$ cat config.mk
export PLATFORM = sky130hd
export DESIGN_NAME = shunt_monitor_config_regs
export DESIGN_NICKNAME = d
export VERILOG_FILES = /design/src/design/shunt_monitor_pkg.sv /design/src/design/shunt_monitor_config_regs.sv
export SDC_FILE = /design/constraint.sdc
export NUM_CORES = 1
export LEC_CHECK = 0
export ABC_CLOCK_PERIOD_IN_PS = 7570
export BUFFER_PORTS_ARGS = -buffer_cell sky130_fd_sc_hd__buf_2
export CORE_ASPECT_RATIO = 1.2
export CORE_MARGIN = 3
export CORE_UTILIZATION = 60
export DETAILED_ROUTE_END_ITERATION = 10
export PLACE_DENSITY = 0.81
export SLEW_MARGIN = 10
export SYNTH_ARGS = -nofsm -noshare
export SYNTH_HDL_FRONTEND = slang
export SYNTH_SLANG_ARGS = --single-unit
$ cat constraint.sdc
create_clock -name REF_CLK -period 7.57 [get_ports REF_CLK]
set_input_delay 0.3785 -clock REF_CLK [delete_from_list [all_inputs] [get_ports REF_CLK]]
set_output_delay 0.3785 -clock REF_CLK [all_outputs]
set_load 0.03 [all_outputs]
$ cat src/design/shunt_monitor_pkg.sv
// Purpose: shared constants and types of the shunt monitor register block
// Assumes: 125 MHz reference clock
// Notes:   conversion times are held in microseconds
`default_nettype none
package shunt_monitor_pkg;
	localparam int          CLK_PERIOD_NS     = 8;
	localparam int          UPDATE_DELAY_NS   = 4000;
	localparam int          UPDATE_CYCLES     =
		(UPDATE_DELAY_NS + CLK_PERIOD_NS - 1) / CLK_PERIOD_NS;
	localparam int          CYCLES_PER_US_DEF = 1000 / CLK_PERIOD_NS;
	// arbitrary default bus address
	localparam logic [6:0]  DEV_ADDR_DEF      = 7'h40;
	localparam logic [7:0]  PTR_SETUP         = 8'h00;
	localparam logic [7:0]  PTR_SHUNT         = 8'h01;
	localparam logic [15:0] SETUP_RESET       = 16'h399f;
	localparam logic [15:0] SHUNT_RESET       = 16'h0000;
	localparam logic [15:0] SETUP_STORE_MASK  = 16'h3fff;
	localparam logic [15:0] SHUNT_FS_X1       = 16'h0fa0;
	localparam int          RST_BIT           = 15;
	localparam int          RANGE_BIT         = 13;
	localparam int          GAIN_HI           = 12;
	localparam int          GAIN_LO           = 11;
	localparam int          BUS_ADC_HI        = 10;
	localparam int          BUS_ADC_LO        = 7;
	localparam int          SHUNT_ADC_HI      = 6;
	localparam int          SHUNT_ADC_LO      = 3;
	localparam int          MODE_HI           = 2;
	localparam int          MODE_SHUNT_BIT    = 0;
	localparam int          MODE_BUS_BIT      = 1;
	localparam int          MODE_CONT_BIT     = 2;
	localparam int          SIGN_SHIFT_BASE   = 12;

	typedef enum logic [3:0] {
		B_IDLE, B_ADDR, B_ADDR_ACK, B_PTR, B_PTR_ACK,
		B_WDATA, B_WDATA_ACK, B_RDATA, B_RDATA_ACK
	} bus_state_t;

	typedef enum logic [1:0] {C_IDLE, C_SHUNT, C_BUS} conv_state_t;

	// conversion time in microseconds for an adc setting
	function automatic logic [31:0] conv_time_us(input logic [3:0] s);
		logic [31:0] t;
		t = 32'h0000_0054;
		if (!s[3]) begin
			case (s[1:0])
				2'h0: t = 32'h0000_0054;
				2'h1: t = 32'h0000_0094;
				2'h2: t = 32'h0000_0114;
				default: t = 32'h0000_0214;
			endcase
		end else begin
			case (s[2:0])
				3'h0: t = 32'h0000_0214;
				3'h1: t = 32'h0000_0424;
				3'h2: t = 32'h0000_0852;
				3'h3: t = 32'h0000_10a4;
				3'h4: t = 32'h0000_213e;
				3'h5: t = 32'h0000_427c;
				3'h6: t = 32'h0000_8502;
				default: t = 32'h0001_0a04;
			endcase
		end
		return t;
	endfunction
endpackage
`default_nettype wire

$ cat src/design/shunt_monitor_config_regs.sv
// Purpose: setup and shunt result registers behind a two-wire serial slave
// Assumes: SCL and SDA_IN already synchronous to REF_CLK; SCL slow
//          against REF_CLK
// Notes:   SHUNT_SAMPLE is the converter value in 10 uV steps
`timescale 1ns/10ps
`default_nettype none
module shunt_monitor_config_regs
	import shunt_monitor_pkg::*;
#(
	parameter logic [6:0]  DEV_ADDR      = DEV_ADDR_DEF,
	parameter int unsigned CYCLES_PER_US = CYCLES_PER_US_DEF
) (
	// clock and reset
	input  wire logic        REF_CLK,
	input  wire logic        RESETN,
	// two-wire serial bus
	input  wire logic        SCL,
	input  wire logic        SDA_IN,
	output logic             SDA_OUT,
	output logic             SDA_OE,
	// converter
	input  wire logic [15:0] SHUNT_SAMPLE,
	output logic             SHUNT_CONV_ACTIVE,
	output logic             BUS_CONV_ACTIVE,
	// setup fields
	output logic             BUS_RANGE_SELECT,
	output logic [1:0]       SHUNT_GAIN_SELECT,
	output logic [3:0]       BUS_ADC_SETTING,
	output logic [3:0]       SHUNT_ADC_SETTING,
	output logic [2:0]       OP_MODE
);
	bus_state_t  bstate, next_bstate;
	logic [2:0]  bit_cnt, next_bit_cnt;
	logic [7:0]  shreg, next_shreg;
	logic [7:0]  ptr, next_ptr;
	logic [15:0] wbuf, next_wbuf;
	logic [15:0] tx, next_tx;
	logic        is_read, next_is_read;
	logic        byte_hi, next_byte_hi;
	logic        sda_oe, next_sda_oe;
	logic        scl_q, next_scl_q;
	logic        sda_q, next_sda_q;
	logic        scl_rise, scl_fall, start_c, stop_c;
	logic        wr_done;
	logic [15:0] wr_data;
	logic [7:0]  cur_byte;

	conv_state_t cstate, next_cstate;
	logic [31:0] cnt, next_cnt;
	logic [15:0] setup, next_setup;
	logic [15:0] result, next_result;
	logic [15:0] pend_val, next_pend_val;
	logic [9:0]  upd_cnt, next_upd_cnt;
	logic        pend, next_pend;
	logic        armed, next_armed;
	logic        sh_act, next_sh_act;
	logic        bus_act, next_bus_act;
	logic        commit;

	function automatic logic [31:0] conv_cycles(input logic [3:0] s);
		return 32'(conv_time_us(s) * CYCLES_PER_US);
	endfunction

	function automatic logic [15:0] read_reg(input logic [7:0] p,
		input logic [15:0] s, input logic [15:0] r);
		if (p == PTR_SETUP) begin
			return s;
		end else if (p == PTR_SHUNT) begin
			return r;
		end
		return 16'h0000;
	endfunction

	// saturate to the gain's full scale; sign fills the unused top bits
	function automatic logic [15:0] clamp_shunt(input logic [15:0] raw,
		input logic [1:0] g);
		logic signed [16:0] fs;
		logic signed [16:0] nfs;
		logic signed [16:0] v;
		fs  = $signed({1'b0, SHUNT_FS_X1 << g});
		nfs = -fs;
		v   = $signed({raw[15], raw});
		if (v > fs) begin
			return fs[15:0];
		end else if (v < nfs) begin
			return nfs[15:0];
		end
		return raw;
	endfunction

	assign scl_rise = SCL & ~scl_q;
	assign scl_fall = ~SCL & scl_q;
	assign start_c  = SCL & scl_q & sda_q & ~SDA_IN;
	assign stop_c   = SCL & scl_q & ~sda_q & SDA_IN;
	assign cur_byte = {shreg[6:0], SDA_IN};
	assign wr_data  = {wbuf[15:8], cur_byte};

	// serial slave: sample on SCL rise, drive on SCL fall
	always_comb begin
		next_bstate  = bstate;
		next_bit_cnt = bit_cnt;
		next_shreg   = shreg;
		next_ptr     = ptr;
		next_wbuf    = wbuf;
		next_tx      = tx;
		next_is_read = is_read;
		next_byte_hi = byte_hi;
		next_sda_oe  = sda_oe;
		next_scl_q   = SCL;
		next_sda_q   = SDA_IN;
		wr_done      = 1'b0;
		if (start_c) begin
			next_bstate  = B_ADDR;
			next_bit_cnt = 3'h0;
			next_sda_oe  = 1'b0;
		end else if (stop_c) begin
			next_bstate = B_IDLE;
			next_sda_oe = 1'b0;
		end else if (scl_rise) begin
			next_shreg   = cur_byte;
			next_bit_cnt = bit_cnt + 3'h1;
			case (bstate)
				B_IDLE: begin
					next_bit_cnt = 3'h0;
				end
				B_ADDR: begin
					if (bit_cnt == 3'h7) begin
						if (cur_byte[7:1] == DEV_ADDR) begin
							next_bstate  = B_ADDR_ACK;
							next_is_read = cur_byte[0];
						end else begin
							next_bstate = B_IDLE;
						end
					end
				end
				B_ADDR_ACK: begin
					next_bit_cnt = 3'h0;
					next_byte_hi = 1'b1;
					if (is_read) begin
						next_bstate = B_RDATA;
						next_tx     = read_reg(ptr, setup, result);
					end else begin
						next_bstate = B_PTR;
					end
				end
				B_PTR: begin
					if (bit_cnt == 3'h7) begin
						next_ptr    = cur_byte;
						next_bstate = B_PTR_ACK;
					end
				end
				B_PTR_ACK: begin
					next_bit_cnt = 3'h0;
					next_byte_hi = 1'b1;
					next_bstate  = B_WDATA;
				end
				B_WDATA: begin
					if (bit_cnt == 3'h7) begin
						next_bstate = B_WDATA_ACK;
						if (byte_hi) begin
							next_wbuf[15:8] = cur_byte;
						end else begin
							next_wbuf[7:0] = cur_byte;
							wr_done = (ptr == PTR_SETUP);
						end
					end
				end
				B_WDATA_ACK: begin
					next_bit_cnt = 3'h0;
					next_byte_hi = ~byte_hi;
					next_bstate  = B_WDATA;
				end
				B_RDATA: begin
					next_tx = {tx[14:0], 1'b0};
					if (bit_cnt == 3'h7) begin
						next_bstate = B_RDATA_ACK;
					end
				end
				B_RDATA_ACK: begin
					next_bit_cnt = 3'h0;
					if (!SDA_IN) begin
						next_bstate  = B_RDATA;
						next_byte_hi = ~byte_hi;
						if (!byte_hi) begin
							next_tx = read_reg(ptr, setup, result);
						end
					end else begin
						next_bstate = B_IDLE;
					end
				end
				default: begin
					next_bstate = B_IDLE;
				end
			endcase
		end else if (scl_fall) begin
			case (bstate)
				B_ADDR_ACK, B_PTR_ACK, B_WDATA_ACK: next_sda_oe = 1'b1;
				B_RDATA: next_sda_oe = ~tx[15];
				default: next_sda_oe = 1'b0;
			endcase
		end
	end

	always_ff @(posedge REF_CLK or negedge RESETN) begin
		if (!RESETN) begin
			bstate  <= B_IDLE;
			bit_cnt <= 3'h0;
			shreg   <= 8'h00;
			ptr     <= 8'h00;
			wbuf    <= 16'h0000;
			tx      <= 16'h0000;
			is_read <= 1'b0;
			byte_hi <= 1'b1;
			sda_oe  <= 1'b0;
			scl_q   <= 1'b1;
			sda_q   <= 1'b1;
		end else begin
			bstate  <= next_bstate;
			bit_cnt <= next_bit_cnt;
			shreg   <= next_shreg;
			ptr     <= next_ptr;
			wbuf    <= next_wbuf;
			tx      <= next_tx;
			is_read <= next_is_read;
			byte_hi <= next_byte_hi;
			sda_oe  <= next_sda_oe;
			scl_q   <= next_scl_q;
			sda_q   <= next_sda_q;
		end
	end

	// delayed commit of setup writes, then conversion sequencing
	always_comb begin
		next_cstate   = cstate;
		next_cnt      = cnt;
		next_setup    = setup;
		next_result   = result;
		next_pend     = pend;
		next_pend_val = pend_val;
		next_upd_cnt  = upd_cnt;
		next_armed    = armed;
		next_sh_act   = sh_act;
		next_bus_act  = bus_act;
		commit        = 1'b0;
		if (wr_done) begin
			next_pend     = 1'b1;
			next_pend_val = wr_data;
			next_upd_cnt  = 10'(UPDATE_CYCLES - 1);
		end else if (pend) begin
			if (upd_cnt == 10'h000) begin
				commit = 1'b1;
			end else begin
				next_upd_cnt = upd_cnt - 10'h001;
			end
		end
		if (commit) begin
			next_pend    = 1'b0;
			next_cstate  = C_IDLE;
			next_sh_act  = 1'b0;
			next_bus_act = 1'b0;
			next_armed   = 1'b1;
			if (pend_val[RST_BIT]) begin
				next_setup  = SETUP_RESET;
				next_result = SHUNT_RESET;
			end else begin
				next_setup = pend_val & SETUP_STORE_MASK;
			end
		end else begin
			case (cstate)
				C_IDLE: begin
					next_armed = 1'b0;
					if ((armed || setup[MODE_CONT_BIT]) &&
						setup[MODE_BUS_BIT:MODE_SHUNT_BIT] != 2'h0) begin
						if (setup[MODE_SHUNT_BIT]) begin
							next_cstate = C_SHUNT;
							next_sh_act = 1'b1;
							next_cnt    = conv_cycles(SHUNT_ADC_SETTING) -
								32'h0000_0001;
						end else begin
							next_cstate  = C_BUS;
							next_bus_act = 1'b1;
							next_cnt     = conv_cycles(BUS_ADC_SETTING) -
								32'h0000_0001;
						end
					end
				end
				C_SHUNT: begin
					if (cnt == 32'h0000_0000) begin
						next_result = clamp_shunt(SHUNT_SAMPLE,
							setup[GAIN_HI:GAIN_LO]);
						next_sh_act = 1'b0;
						if (setup[MODE_BUS_BIT]) begin
							next_cstate  = C_BUS;
							next_bus_act = 1'b1;
							next_cnt     = conv_cycles(BUS_ADC_SETTING) -
								32'h0000_0001;
						end else begin
							next_cstate = C_IDLE;
						end
					end else begin
						next_cnt = cnt - 32'h0000_0001;
					end
				end
				C_BUS: begin
					if (cnt == 32'h0000_0000) begin
						next_bus_act = 1'b0;
						next_cstate  = C_IDLE;
					end else begin
						next_cnt = cnt - 32'h0000_0001;
					end
				end
				default: begin
					next_cstate = C_IDLE;
				end
			endcase
		end
	end

	always_ff @(posedge REF_CLK or negedge RESETN) begin
		if (!RESETN) begin
			cstate   <= C_IDLE;
			cnt      <= 32'h0000_0000;
			setup    <= SETUP_RESET;
			result   <= SHUNT_RESET;
			pend     <= 1'b0;
			pend_val <= 16'h0000;
			upd_cnt  <= 10'h000;
			armed    <= 1'b0;
			sh_act   <= 1'b0;
			bus_act  <= 1'b0;
		end else begin
			cstate   <= next_cstate;
			cnt      <= next_cnt;
			setup    <= next_setup;
			result   <= next_result;
			pend     <= next_pend;
			pend_val <= next_pend_val;
			upd_cnt  <= next_upd_cnt;
			armed    <= next_armed;
			sh_act   <= next_sh_act;
			bus_act  <= next_bus_act;
		end
	end

	assign SDA_OUT           = 1'b0;
	assign SDA_OE            = sda_oe;
	assign SHUNT_CONV_ACTIVE = sh_act;
	assign BUS_CONV_ACTIVE   = bus_act;
	assign BUS_RANGE_SELECT  = setup[RANGE_BIT];
	assign SHUNT_GAIN_SELECT = setup[GAIN_HI:GAIN_LO];
	assign BUS_ADC_SETTING   = setup[BUS_ADC_HI:BUS_ADC_LO];
	assign SHUNT_ADC_SETTING = setup[SHUNT_ADC_HI:SHUNT_ADC_LO];
	assign OP_MODE           = setup[MODE_HI:0];
endmodule
`default_nettype wire

== Yosys cells after proc, flatten, opt, wreduce, memory -nomap -nowiden ==
Index checks and enable logic that the tools add are counted.
Storage, ports and cells
  bits in registers: 147
Operators by class
  add/subtract/negate cells: 7
  multipliers: 3
  magnitude comparators: 2
  equal/unequal tests: 50
  shifts and indexed selects: 1
  muxes and demuxes: 114
  bitwise operators: 16
  reductions and logical operators: 44
Operators by type and width (number)
  $mux W32: 19
  $pmux W17 S7: 2
  $mux W16: 14
  $sub A32 B1 Y32 const B: 4
  $mul A32 B7 Y32 const B: 3
  $pmux W32 S3: 1
  $pmux W10 S3: 2
  $pmux W16 S3: 1
  $mux W1: 45
  $logic_not A32 Y1: 1
  $pmux W4 S8: 1
  $mux W10: 3
  $mux W4: 7
  $ne A3 B3 Y1 const B: 8
  $reduce_and A6 Y1: 4
  $eq A3 B3 Y1 const B: 7
  $mux W3: 6
  $reduce_bool A3 Y1: 6
  $gt A16 B17 Y1: 1
  $lt A16 B17 Y1: 1
  $neg A16 Y17: 1
  $eq A4 B3 Y1 const B: 4
  $ne A2 B2 Y1 const B: 8
  $ne A4 B4 Y1 const B: 4
  37 further kinds: 84

== Logic depth before layout (Yosys ltp) ==
Gate-level depths: netlist of run 1.
  depth in word-level cells: 14
  depth in mapped cells: 23
  gate-level depth less buffers: 22

== Worst setup path before layout of run 1 ==
No wires, ideal clock.
  path type: reg2reg
  start: reg setup[8]
  end: reg cnt[28]
  setup time: 0.118 ns
  data arrival time: 5.777 ns
  data required time: 7.452 ns
  slack: 1.675 ns
  cell stages (with the launch flop): 24
  buffers on the path: 3
  path through: dfstp_2 > clkbuf_1 > clkbuf_1 > nor3b_1 > o21ai_0 > o31ai_1 > inv_1 > fa_1 > fa_1 > inv_1 > fa_1 > inv_1 > fa_1 > inv_1 > ha_1 > clkbuf_1 > o211ai_1 > a21oi_1 > o21ai_0 > a21oi_1 > a2111oi_0 > a311oi_1 > a21oi_1 > a21o_1
On the way
  word-level cells in the longest chain between the ends: 12
RTL lines
  start, declared: RTL line shunt_monitor_config_regs.sv:50  | logic [15:0] setup, next_setup;
  start signal, assigned: RTL line shunt_monitor_config_regs.sv:334  | setup <= next_setup;
  $eq A3 B3 Y1 (tied with other cells): RTL line shunt_monitor_pkg.sv:52  | case (s[2:0])
  $pmux W17 S7 or $pmux W10 S3 (tied branches): RTL line shunt_monitor_pkg.sv:52, shunt_monitor_pkg.sv:45
  $mux W32 *: RTL line shunt_monitor_pkg.sv:44  | if (!s[3]) begin
  $mux W32 (on tied branches): RTL line shunt_monitor_config_regs.sv:292, shunt_monitor_config_regs.sv:274
  $mux W32 (on tied branches): RTL line shunt_monitor_config_regs.sv:288, shunt_monitor_config_regs.sv:272
  $mux W32: RTL line shunt_monitor_config_regs.sv:269  | case (cstate)
  $mux W32: RTL line shunt_monitor_config_regs.sv:256  | if (commit) begin
  $mul A32 B7 Y32: RTL line shunt_monitor_config_regs.sv:61  | return 32'(conv_time_us(s) * CYCLES_PER_US);
  $sub A32 B1 Y32 (on tied branches): RTL line shunt_monitor_config_regs.sv:295, shunt_monitor_config_regs.sv:282
  $mux W32 (on tied branches): RTL line shunt_monitor_config_regs.sv:292, shunt_monitor_config_regs.sv:274
  $mux W32 (on tied branches): RTL line shunt_monitor_config_regs.sv:288, shunt_monitor_config_regs.sv:272
  $pmux W32 S3 *: RTL line shunt_monitor_config_regs.sv:269
  end signal, assigned: RTL line shunt_monitor_config_regs.sv:333  | cnt <= next_cnt;
  end, declared: RTL line shunt_monitor_config_regs.sv:49  | logic [31:0] cnt, next_cnt;
Mark *: on every way between the ends. The rest lies on a longest branch, timed or not. The select of a mux whose other input is x is not followed.
A chain may end at the register's enable or synchronous reset.

== Final worst setup path of run 1 ==
  start: reg setup[10]
  end: reg cnt[16]
On the way
  word-level cells in the longest chain between the ends: 10
RTL lines (RTL line)
  $mux W32 *: shunt_monitor_pkg.sv:44
  $mux W32 (on tied branches): shunt_monitor_config_regs.sv:292, shunt_monitor_config_regs.sv:274
  $mux W32 (on tied branches): shunt_monitor_config_regs.sv:288, shunt_monitor_config_regs.sv:272
  $mux W32: shunt_monitor_config_regs.sv:269
  $mux W32: shunt_monitor_config_regs.sv:256
  $mul A32 B7 Y32: shunt_monitor_config_regs.sv:61
  $sub A32 B1 Y32 (on tied branches): shunt_monitor_config_regs.sv:295, shunt_monitor_config_regs.sv:282
  $mux W32 (on tied branches): shunt_monitor_config_regs.sv:292, shunt_monitor_config_regs.sv:274
  $mux W32 (on tied branches): shunt_monitor_config_regs.sv:288, shunt_monitor_config_regs.sv:272
  $pmux W32 S3 *: shunt_monitor_config_regs.sv:269
Marked as above.

==> impl_metrics.toml, run 1 <==
[clock_network]
worstSkewPairLatency_ns = 0.42
numCtsBuffers = 17
clock_tree.root_cell = "clkbuf_16"
post_cts_buffers = 0
h-tree-depth = 4
cts.sink_count = 143
path_clk_slew_ns = 0.06
cts_tree = "done"
clockBufferDepth = 2

[min_path]
hold_class = "in2reg"

[die]
coreArea_mm2 = 0.02554
pin_count = 38
rows = 64
dieArea_mm2 = 0.02806
chipWidth_um = 153.4
dieHeight_um = 182.9
start_util_pct = 61.25

[flow_run]
cap_violations = 0

[pwr]
switchingPower_mw = 0.5430
vdd.ir_drop.worst_uv = 199.7
power_leakage_nw = 8.222
pwr_density_cell_mw_per_mm2 = 117.9
p_seq_share_pct = 47.0
p_comb_share_pct = 10.0
p_clk_share_pct = 43.0
swShare_pct = 27.73
intPower_mw = 1.415

[worst_setup_path]
cp-end-kind = "flip-flop"
critPathKind = "reg2reg"
start_kind = "flip-flop"
arrival_ns = 6.91
worst-endpoint-required_ns = 7.89
critPathMaxFanout = 13

[detailed_routing]
met2WireLength_um = 19640
routed_wl_um = 39400
drtPass1Iterations = 6
wl_per_cell_um = 18.22
viasPerCell = 6.168
ant_nets = 0
vias = 13335
first_iter_violations = 1023
met1_length_um = 15680
drc = 0
wl_met3_um = 2356
highest_layer = "met4"

[sta]
hold_viol = 0
rsz0062_at_grt = "no"
setup_ws_ns = 0.9830
clock.fmax_mhz = 151.8
fin_crit_sh_pct = 87.01
worst_slew_pin_slew_ns = 1.224
fin_worst_skew_ns = 0.01155
drv_slew = 0
setup_viol = 0
slew_headroom_pct = 18.34
layout_min_cycle_time_ns = 6.587
finalSetupTns_ns = 0

[finish]
n_antenna_cell = 0
syn_to_final_growth_pct = 6.110
finalInstanceArea_mm2 = 0.01660
final_net_count = 2121
fill_cells = 2072
final_cells = 2162
final_layout_size_suffix_gt1_share_pct = 8.188

[grt]
grt_pass1_vias = 13406
grt_usage_pct = 28.41
grt-ovfl-total = 0
grt_pass1_wl_um = 65890
grt_max_degree = 78
grt_antenna_before_repair = 0

[placement]
io_buffers = 36
globalplace.congestion = 0.9855
postPlaceCellArea_mm2 = 0.01601
dp_slack_ns = 1.097
dpl.cell_count = 2129
place_hpwl_um = 30310

[logic_synthesis]
synthFlopType = "dfrtp_1"
synthCells = 1828
synthesis.nets = 2130
yosysWarnings = 0
syn_area_per_cell_um2 = 8.559
synthesis.area_mm2 = 0.01565
ys_ff_latch = 143
yosys.cell_types.count = 88
synth-edff-count = 0
async_reset_ff_share_pct = 100.0
ys_seq_area_share_pct = 22.98

[run_status]
outcome = "finished, final reports clean"
-- final timing paths --
path,start,end,slack (ns),depth (start not counted)
min in group asynchronous,RESETN,bstate[0],0.53,2
hold reg to reg,result[6],result[6],0.47,2
setup / recovery,setup[10],cnt[16],0.98,20
max in group asynchronous,RESETN,cnt[10],5.67,3
setup reg to reg,setup[10],cnt[16],0.98,20
hold / removal,SCL,scl_q,0.13,1
-- logic make-up (layout without fill, tap and decap cells) --
family | Yosys count | in the layout | synth area share, %
other | 1 | 1 | 0.02397
adder cells (fa/ha/maj) | 282 | 282 | 27.45
multiplexers | 40 | 40 | 2.767
AO/OA/AOI/OAI | 435 | 435 | 18.55
buffers and inverters | 327 | 331 | 8.069
XOR/XNOR | 67 | 67 | 3.751
flip-flops | 143 | 143 | 22.98
AND/OR/NAND/NOR | 533 | 533 | 16.42
-- layout make-up --
class	count	area (µm²)	area share (%)
clock buffer	21	450.4	2.713
sequential	143	3595	21.65
timing repair buffer	45	256.5	1.545
tap	330	412.9	2.487
inverter	254	953.4	5.743
clock inverter	11	132.6	0.7989
multi-input combinational	1358	10800	65.06
-- cell usage after synthesis, drive strengths merged (24+ instances only) --
cell type	number	share of area, %
dfrtp	130	21
inv	254	6.1
ha	180	14
mux2	26	1.9
a21o	29	1.4
clkbuf	59	1.4
nand3	29	0.99
fa	102	13
a21oi	101	3.2
nand2	212	5.1
xnor2	43	2.4
nor3	39	1.3
o21ai	112	3.7
xor2	24	1.3
nor2	131	3.2
-- worst max-delay path: stages, from the launching register on --
cell and delay (ns):
dfrtp_1 0.57, and2_1 0.35, inv_1 0.25, nor2_1 0.62, inv_1 0.27, ha_1 0.39, fa_1 0.54, inv_1 0.05
fa_1 0.53, inv_1 0.05, fa_1 0.52, inv_1 0.04, ha_1 0.39, o211ai_1 0.15, a21oi_1 0.14, o21ai_0 0.14
a21oi_1 0.61, a21boi_0 0.26, xnor2_1 0.26, mux2i_1 0.10, a211oi_1 0.25
-- power by group through the flow --
| stage | clock network, mW | logic (mW) | registers (mW) |
|---|---|---|---|
| after floorplan | 0 | 0.153 | 0.893 |
| after global placement | 0 | 0.183 | 0.926 |
| after detailed placement | 0 | 0.192 | 0.927 |
| after CTS | 0.849 | 0.195 | 0.916 |
| after global routing | 0.885 | 0.224 | 0.927 |
| final | 0.843 | 0.195 | 0.920 |
-- registers in the layout (all words and copies together) (netlist names) --
signal and cells:
scl_q 1, tx 16, SDA_OE 1, is_read 1, cstate 2, BUS_CONV_ACTIVE 1
upd_cnt 10, shreg 7, wbuf 7, sda_q 1, armed 1, ptr 8
result 16, setup 14, SHUNT_CONV_ACTIVE 1, byte_hi 1, bstate 4, bit_cnt 3
pend 1, cnt 32, pend_val 15
-- placed cells by master, fill, tap and decap left out, drive strengths merged, types with 39 or more instances in the layout --
cell,synthesis,routed
inv,254,257
nand2,212,212
ha,180,180
nor2,131,131
dfrtp,130,130
o21ai,112,112
fa,102,102
a21oi,101,101
buf,14,44
xnor2,43,43
nor3,39,39
-- metal layers --
| metal | vias to the layer above | global-route usage, % |
|---|---|---|
| met3 | 111 | 4.225 |
| met5 | - | 0 |
| met4 | 0 | 11.84 |
| li1 | 6232 | - |
| met2 | 528 | 49.65 |
| met1 | 6464 | 35.41 |
-- stage by stage --
stage	hold WS (ns)	power, mW	util (%)
final	0.1256	1.958	64.99
after floorplan	0.08291	1.047	-
after CTS	0.1193	1.960	64.99
after detailed placement	0.4293	1.119	62.67
after global routing	0.1319	2.035	64.99
after global placement	0.4312	1.109	62.67
-- what timing repair did --
action | CTS | global route
hold endpoints to repair | 7 | 0
gates resized for setup | 0 | 0
hold buffers | 1 | 0
Power figures use the tool's default switching activity.
==> run 2, diff against run 1 <==
Settings changed: BUFFER_PORTS_ARGS -buffer_cell sky130_fd_sc_hd__buf_2 to -buffer_cell sky130_fd_sc_hd__buf_4, CORE_UTILIZATION 60 to 50, PLACE_DENSITY 0.81 to 0.7.
==> run 2 against run 1 <==
  * Setup slack better by 0.048 ns
  * Via count down 2.0%
  * Clock power up 0.8%
  * First-iteration DRC count down 5.6%
  * Cell count up 3.0%
  * Cell area up 1.0%
  * Utilization down 10 points
  * Clock-buffer cell count down 3
  * Sequential cell count unchanged
  * Combinational power about the same
  * Non-clock buffer count down 1
  * Clock skew up 0.0036 ns
  * Highest routed layer unchanged
==> impl_metrics.toml, run 2 (synthesis results as in run 1) <==
[finish]
syn_to_final_growth_pct = 7.174
final_layout_size_suffix_gt1_share_pct = 8.356
final_net_count = 2120
n_antenna_cell = 0
top_register = "cnt"
largest_reg_flops = 32
final_common_cell = "inv_1"
finalInstanceArea_mm2 = 0.01677
final_cell_mix = "inv_1, nand2_1, ha_1, dfrtp_1, nor2_1"
reg.largest.list = "cnt x32, result x16, tx x16"

[clock_network]
post_cts_buffers = 0
path_clk_slew_ns = 0.07
clockBufferDepth = 2
ctsResizeCount = 0
cts_tree = "done"
numCtsBuffers = 17
h-tree-depth = 4
worstSkewPairLatency_ns = 0.43
clock_tree.root_cell = "clkbuf_16"
ctsHoldBuffers = 0
cts.sink_count = 143

[pwr]
p_seq_share_pct = 46.8
p_comb_share_pct = 10.0
p_clk_share_pct = 43.3
intPower_mw = 1.394
power_leakage_nw = 8.263
vdd.ir_drop.worst_uv = 218.7
switchingPower_mw = 0.5714
swShare_pct = 29.08
pwr_density_cell_mw_per_mm2 = 117.2

[die]
chipWidth_um = 167.5
dieArea_mm2 = 0.03346
dieHeight_um = 199.8
start_util_pct = 51.04
rows = 70
pin_count = 38
coreArea_mm2 = 0.03065

[worst_setup_path]
critPathMaxFanout = 13
worst-endpoint-required_ns = 7.89
start_kind = "flip-flop"
cp_slowest_cell = "nor2_1"
crit_family = "adder cells"
cp-end-kind = "flip-flop"
cp_cell_sequence = "and2_1, inv_1, nor2_1, inv_1, ha_1, fa_1, inv_1, fa_1, inv_1, fa_1, inv_1, ha_1, o211ai_1, a21oi_1, o21ai_0, a21oi_1, a2111oi_0, a311oi_1, a21oi_1, a21o_1"
max_stage_delay_ns = 0.63
critPathKind = "reg2reg"
path_buf_inv = 5
crit_path_frequent_cell = "inv_1"
arrival_ns = 6.86

[grt]
grt_pass1_vias = 13085
grt-ovfl-total = 0
grt_usage_pct = 24.05
grt_max_degree = 100
grt_antenna_before_repair = 0
grt_pass1_wl_um = 66010

[placement]
place_hpwl_um = 30840
postPlaceCellArea_mm2 = 0.01618
globalplace.congestion = 0.9298
io_buffers = 36

[detailed_routing]
routed_wl_um = 39730
viasPerCell = 5.869
ant_nets = 0
wl_per_cell_um = 17.84
vias = 13071
drc = 0
first_iter_violations = 966
drtPass1Iterations = 6

[sta]
worst_slew_pin_slew_ns = 1.193
clock.fmax_mhz = 152.9
setup_viol = 0
layout_min_cycle_time_ns = 6.539
hold_viol = 0
rsz0062_at_grt = "no"
slew_headroom_pct = 20.04
finalSetupTns_ns = 0
fin_crit_sh_pct = 86.38
drv_slew = 0
fin_worst_skew_ns = 0.01510

[flow_run]
cap_violations = 0

[run_status]
outcome = "finished, final reports clean"

[min_path]
hold_class = "in2async"
## run 2: changes by cell type in the layout (fill, tap and decap cells not counted), sizes merged
cell         delta
bufinv          -1
clkbuf          -3
clkinv          +2
clkinvlp        -3
dlygate4sd3     -1
inv             +5
## run 2: path summary, 6_finish.rpt
kind	startpoint	to	slack (ns)	depth (start not counted)
setup reg to reg	setup[10]	cnt[30]	1.03	20
setup / recovery	setup[10]	cnt[30]	1.03	20
hold reg to reg	wbuf[15]	pend_val[15]	0.47	2
max in group asynchronous	RESETN	result[12]	6.36	2
hold / removal	RESETN	bit_cnt[0]	0.05	1
min in group REF_CLK	SCL	scl_q	0.10	1
## run 2: worst reg2reg max path: stages (launching register included)
cell       delay, ns
dfrtp_1         0.56
and2_1          0.36
inv_1           0.26
nor2_1          0.63
inv_1           0.27
ha_1            0.39
fa_1            0.54
inv_1           0.05
fa_1            0.53
inv_1           0.05
fa_1            0.53
inv_1           0.04
ha_1            0.40
o211ai_1        0.15
a21oi_1         0.14
o21ai_0         0.13
a21oi_1         0.50
a2111oi_0       0.23
a311oi_1        0.41
a21oi_1         0.09
a21o_1          0.16
## run 2: power by group through the flow
stage	Combinational [mW]	Sequential [mW]	Clock, mW
detailed placement	0.196	0.929	0
global route	0.223	0.928	0.888
finish	0.196	0.920	0.850
CTS	0.197	0.917	0.859
floorplan	0.153	0.893	0
global placement	0.188	0.926	0
## run 2: area by class of cell
class                           instances  area, µm²
Multi-Input combinational cell       1358      10810
Clock inverter                         14      145.1
Timing Repair Buffer                   44      334.1
Tap cell                              396      495.5
Inverter                              254      953.4
Fill cell                            2827      13890
Sequential cell                       143       3595
Clock buffer                           18      439.2
## run 2: layer usage
| metal | routed length (µm) | vias to the layer above | track usage, % | share of wire, % |
|---|---|---|---|---|
| met2 | 20290 | 337 | 43.50 | 51 |
| met1 | 16610 | 6425 | 30.08 | 42 |
| met5 | 0 | - | 0 | 0 |
| met4 | 1305 | 0 | 8.518 | 3.3 |
| li1 | - | 6229 | - | - |
| met3 | 1531 | 80 | 2.580 | 3.9 |
## run 2: stage by stage
| step | power (mW) | utilization [%] | worst slack [ns] | cells | hold slack (ns) |
|---|---|---|---|---|---|
| 6_report | 1.965 | 54.70 | 1.031 | 2227 | 0.04770 |
| 5_1_grt | 2.039 | 54.70 | 0.5232 | 2227 | 0.09002 |
| 4_1_cts | 1.974 | 54.68 | 1.051 | 2227 | 0.08203 |
| 3_5_place_dp | 1.125 | 52.78 | 1.120 | 2195 | 0.4515 |
| 3_3_place_gp | 1.114 | 52.78 | 1.333 | 2195 | 0.4456 |
| 2_1_floorplan | 1.047 | - | 1.675 | 1828 | 0.08291 |
==> run 3, diff against run 2 <==
Settings changed: HOLD_SLACK_MARGIN from default to 0.1.
==> run 3 against run 2 <==
  * Cell count about the same
  * Critical path type unchanged
  * Largest power group unchanged
  * Via count barely moved
  * Combinational power is essentially flat
  * Sequential cell count is the same
  * Hold slack improved by 0.079 ns
  * Clock power barely moved
  * Global-route usage about the same
  * Register-to-register slack gained 0.02 ns
==> impl_metrics.toml, run 3 (synthesis results as in run 1) <==
[clock_network]
path_clk_slew_ns = 0.07
clockBufferDepth = 2
cts_tree = "done"
h-tree-depth = 4
worstSkewPairLatency_ns = 0.43
cts.sink_count = 143
clock_tree.root_cell = "clkbuf_16"
numCtsBuffers = 17
ctsResizeCount = 0

[detailed_routing]
drc = 0
drtPass1Iterations = 6
vias = 13063
ant_nets = 0
routed_wl_um = 39730
wl_per_cell_um = 17.83
first_iter_violations = 962
viasPerCell = 5.860

[grt]
grt-ovfl-total = 0
grt_pass1_vias = 13095
grt_pass1_wl_um = 66050
grt_antenna_before_repair = 0
grt_max_degree = 100
grt_usage_pct = 24.06

[sta]
drv_slew = 0
layout_min_cycle_time_ns = 6.521
finalSetupTns_ns = 0
slew_headroom_pct = 20.71
worst_slew_pin_slew_ns = 1.183
rsz0062_at_grt = "no"
fin_worst_skew_ns = 0.01302
fin_crit_sh_pct = 86.14
clock.fmax_mhz = 153.4
hold_viol = 0
setup_viol = 0

[die]
dieHeight_um = 199.8
coreArea_mm2 = 0.03065
pin_count = 38
start_util_pct = 51.04
dieArea_mm2 = 0.03346
chipWidth_um = 167.5
rows = 70

[worst_setup_path]
worst-endpoint-required_ns = 7.89
path_buf_inv = 5
cp-end-kind = "flip-flop"
start_kind = "flip-flop"
crit_family = "adder cells"
critPathMaxFanout = 13
cp_slowest_cell = "nor2_1"
max_stage_delay_ns = 0.63
critPathKind = "reg2reg"
crit_path_frequent_cell = "inv_1"
cp_cell_sequence = "and2_1, inv_1, nor2_1, inv_1, ha_1, fa_1, inv_1, fa_1, inv_1, fa_1, inv_1, ha_1, o211ai_1, a21oi_1, o21ai_0, a21oi_1, a2111oi_0, a311oi_1, a21oi_1, a21o_1"
arrival_ns = 6.84

[finish]
final_cells = 2229
largest_reg_flops = 32
final_layout_size_suffix_gt1_share_pct = 8.347
final_net_count = 2122
final_cell_mix = "inv_1, nand2_1, ha_1, dfrtp_1, nor2_1"
reg.largest.list = "cnt x32, result x16, tx x16"
final_common_cell = "inv_1"
top_register = "cnt"
n_antenna_cell = 0
syn_to_final_growth_pct = 7.302

[pwr]
vdd.ir_drop.worst_uv = 219.9
pwr_density_cell_mw_per_mm2 = 117.0
power_leakage_nw = 8.272

[run_status]
outcome = "finished, final reports clean"

[placement]
dpl.cell_count = 2195
place_hpwl_um = 30840
io_buffers = 36
globalplace.congestion = 0.9298

[flow_run]
cap_violations = 0

[min_path]
hold_class = "in2reg"
==> run 3: cell types whose count changed in the layout (fill, tap and decap cells not counted) <==
| cell | before | now |
|---|---|---|
| dlygate4sd3_1 | 0 | 2 |
==> run 3: layout make-up <==
type | count | area (µm²)
fill | 2825 | 13870
multi-input combinational | 1358 | 10810
sequential | 143 | 3595
inverter | 254 | 953.4
tap | 396 | 495.5
clock buffer | 18 | 439.2
timing repair buffer | 46 | 354.1
clock inverter | 14 | 145.1
==> run 3: timing repair <==
item | CTS | global route
hold buffers | 2 | 0
setup buffers | 0 | 0
hold endpoints to repair | 3 | 0
==> run 3: through the flow <==
stage          setup WS (ns)  power, mW  area (µm²)  utilization [%]  hold WS (ns)
5_1_grt               0.5232      2.040       16790            54.76        0.1212
4_1_cts                1.051      1.975       16780            54.75        0.1137
3_5_place_dp           1.120      1.125       16180            52.78        0.4515
6_report               1.049      1.965       16790            54.76        0.1266
2_1_floorplan          1.675      1.047       15650                -       0.08291
3_3_place_gp           1.333      1.114       16180            52.78        0.4456
==> run 3: path summary, 6_finish.rpt <==
check / from / cells past startpoint / to / slack [ns]
worst min register to register: wbuf[15] / 2 / pend_val[15] / 0.47
worst min-delay path: SDA_IN / 1 / sda_q / 0.13
max in group asynchronous: RESETN / 3 / result[1] / 5.79
worst max register to register: setup[9] / 20 / cnt[30] / 1.05
min in group asynchronous: RESETN / 2 / bit_cnt[0] / 0.61
worst max-delay path: setup[9] / 20 / cnt[30] / 1.05
==> run 3: where the power goes <==
part           internal, mW  leakage (nW)  switching (mW)
Sequential            0.839          1.82          0.0815
Clock                 0.473         0.284           0.375
Combinational        0.0822          6.16           0.114
==> run 3: routing by layer <==
layer	GRT usage (%)	part of all wire, %	up-vias
met5	0	0	-
met4	8.518	3.3	0
met3	2.580	3.9	83
met2	43.55	51	342
met1	30.09	42	6396
li1	-	-	6242
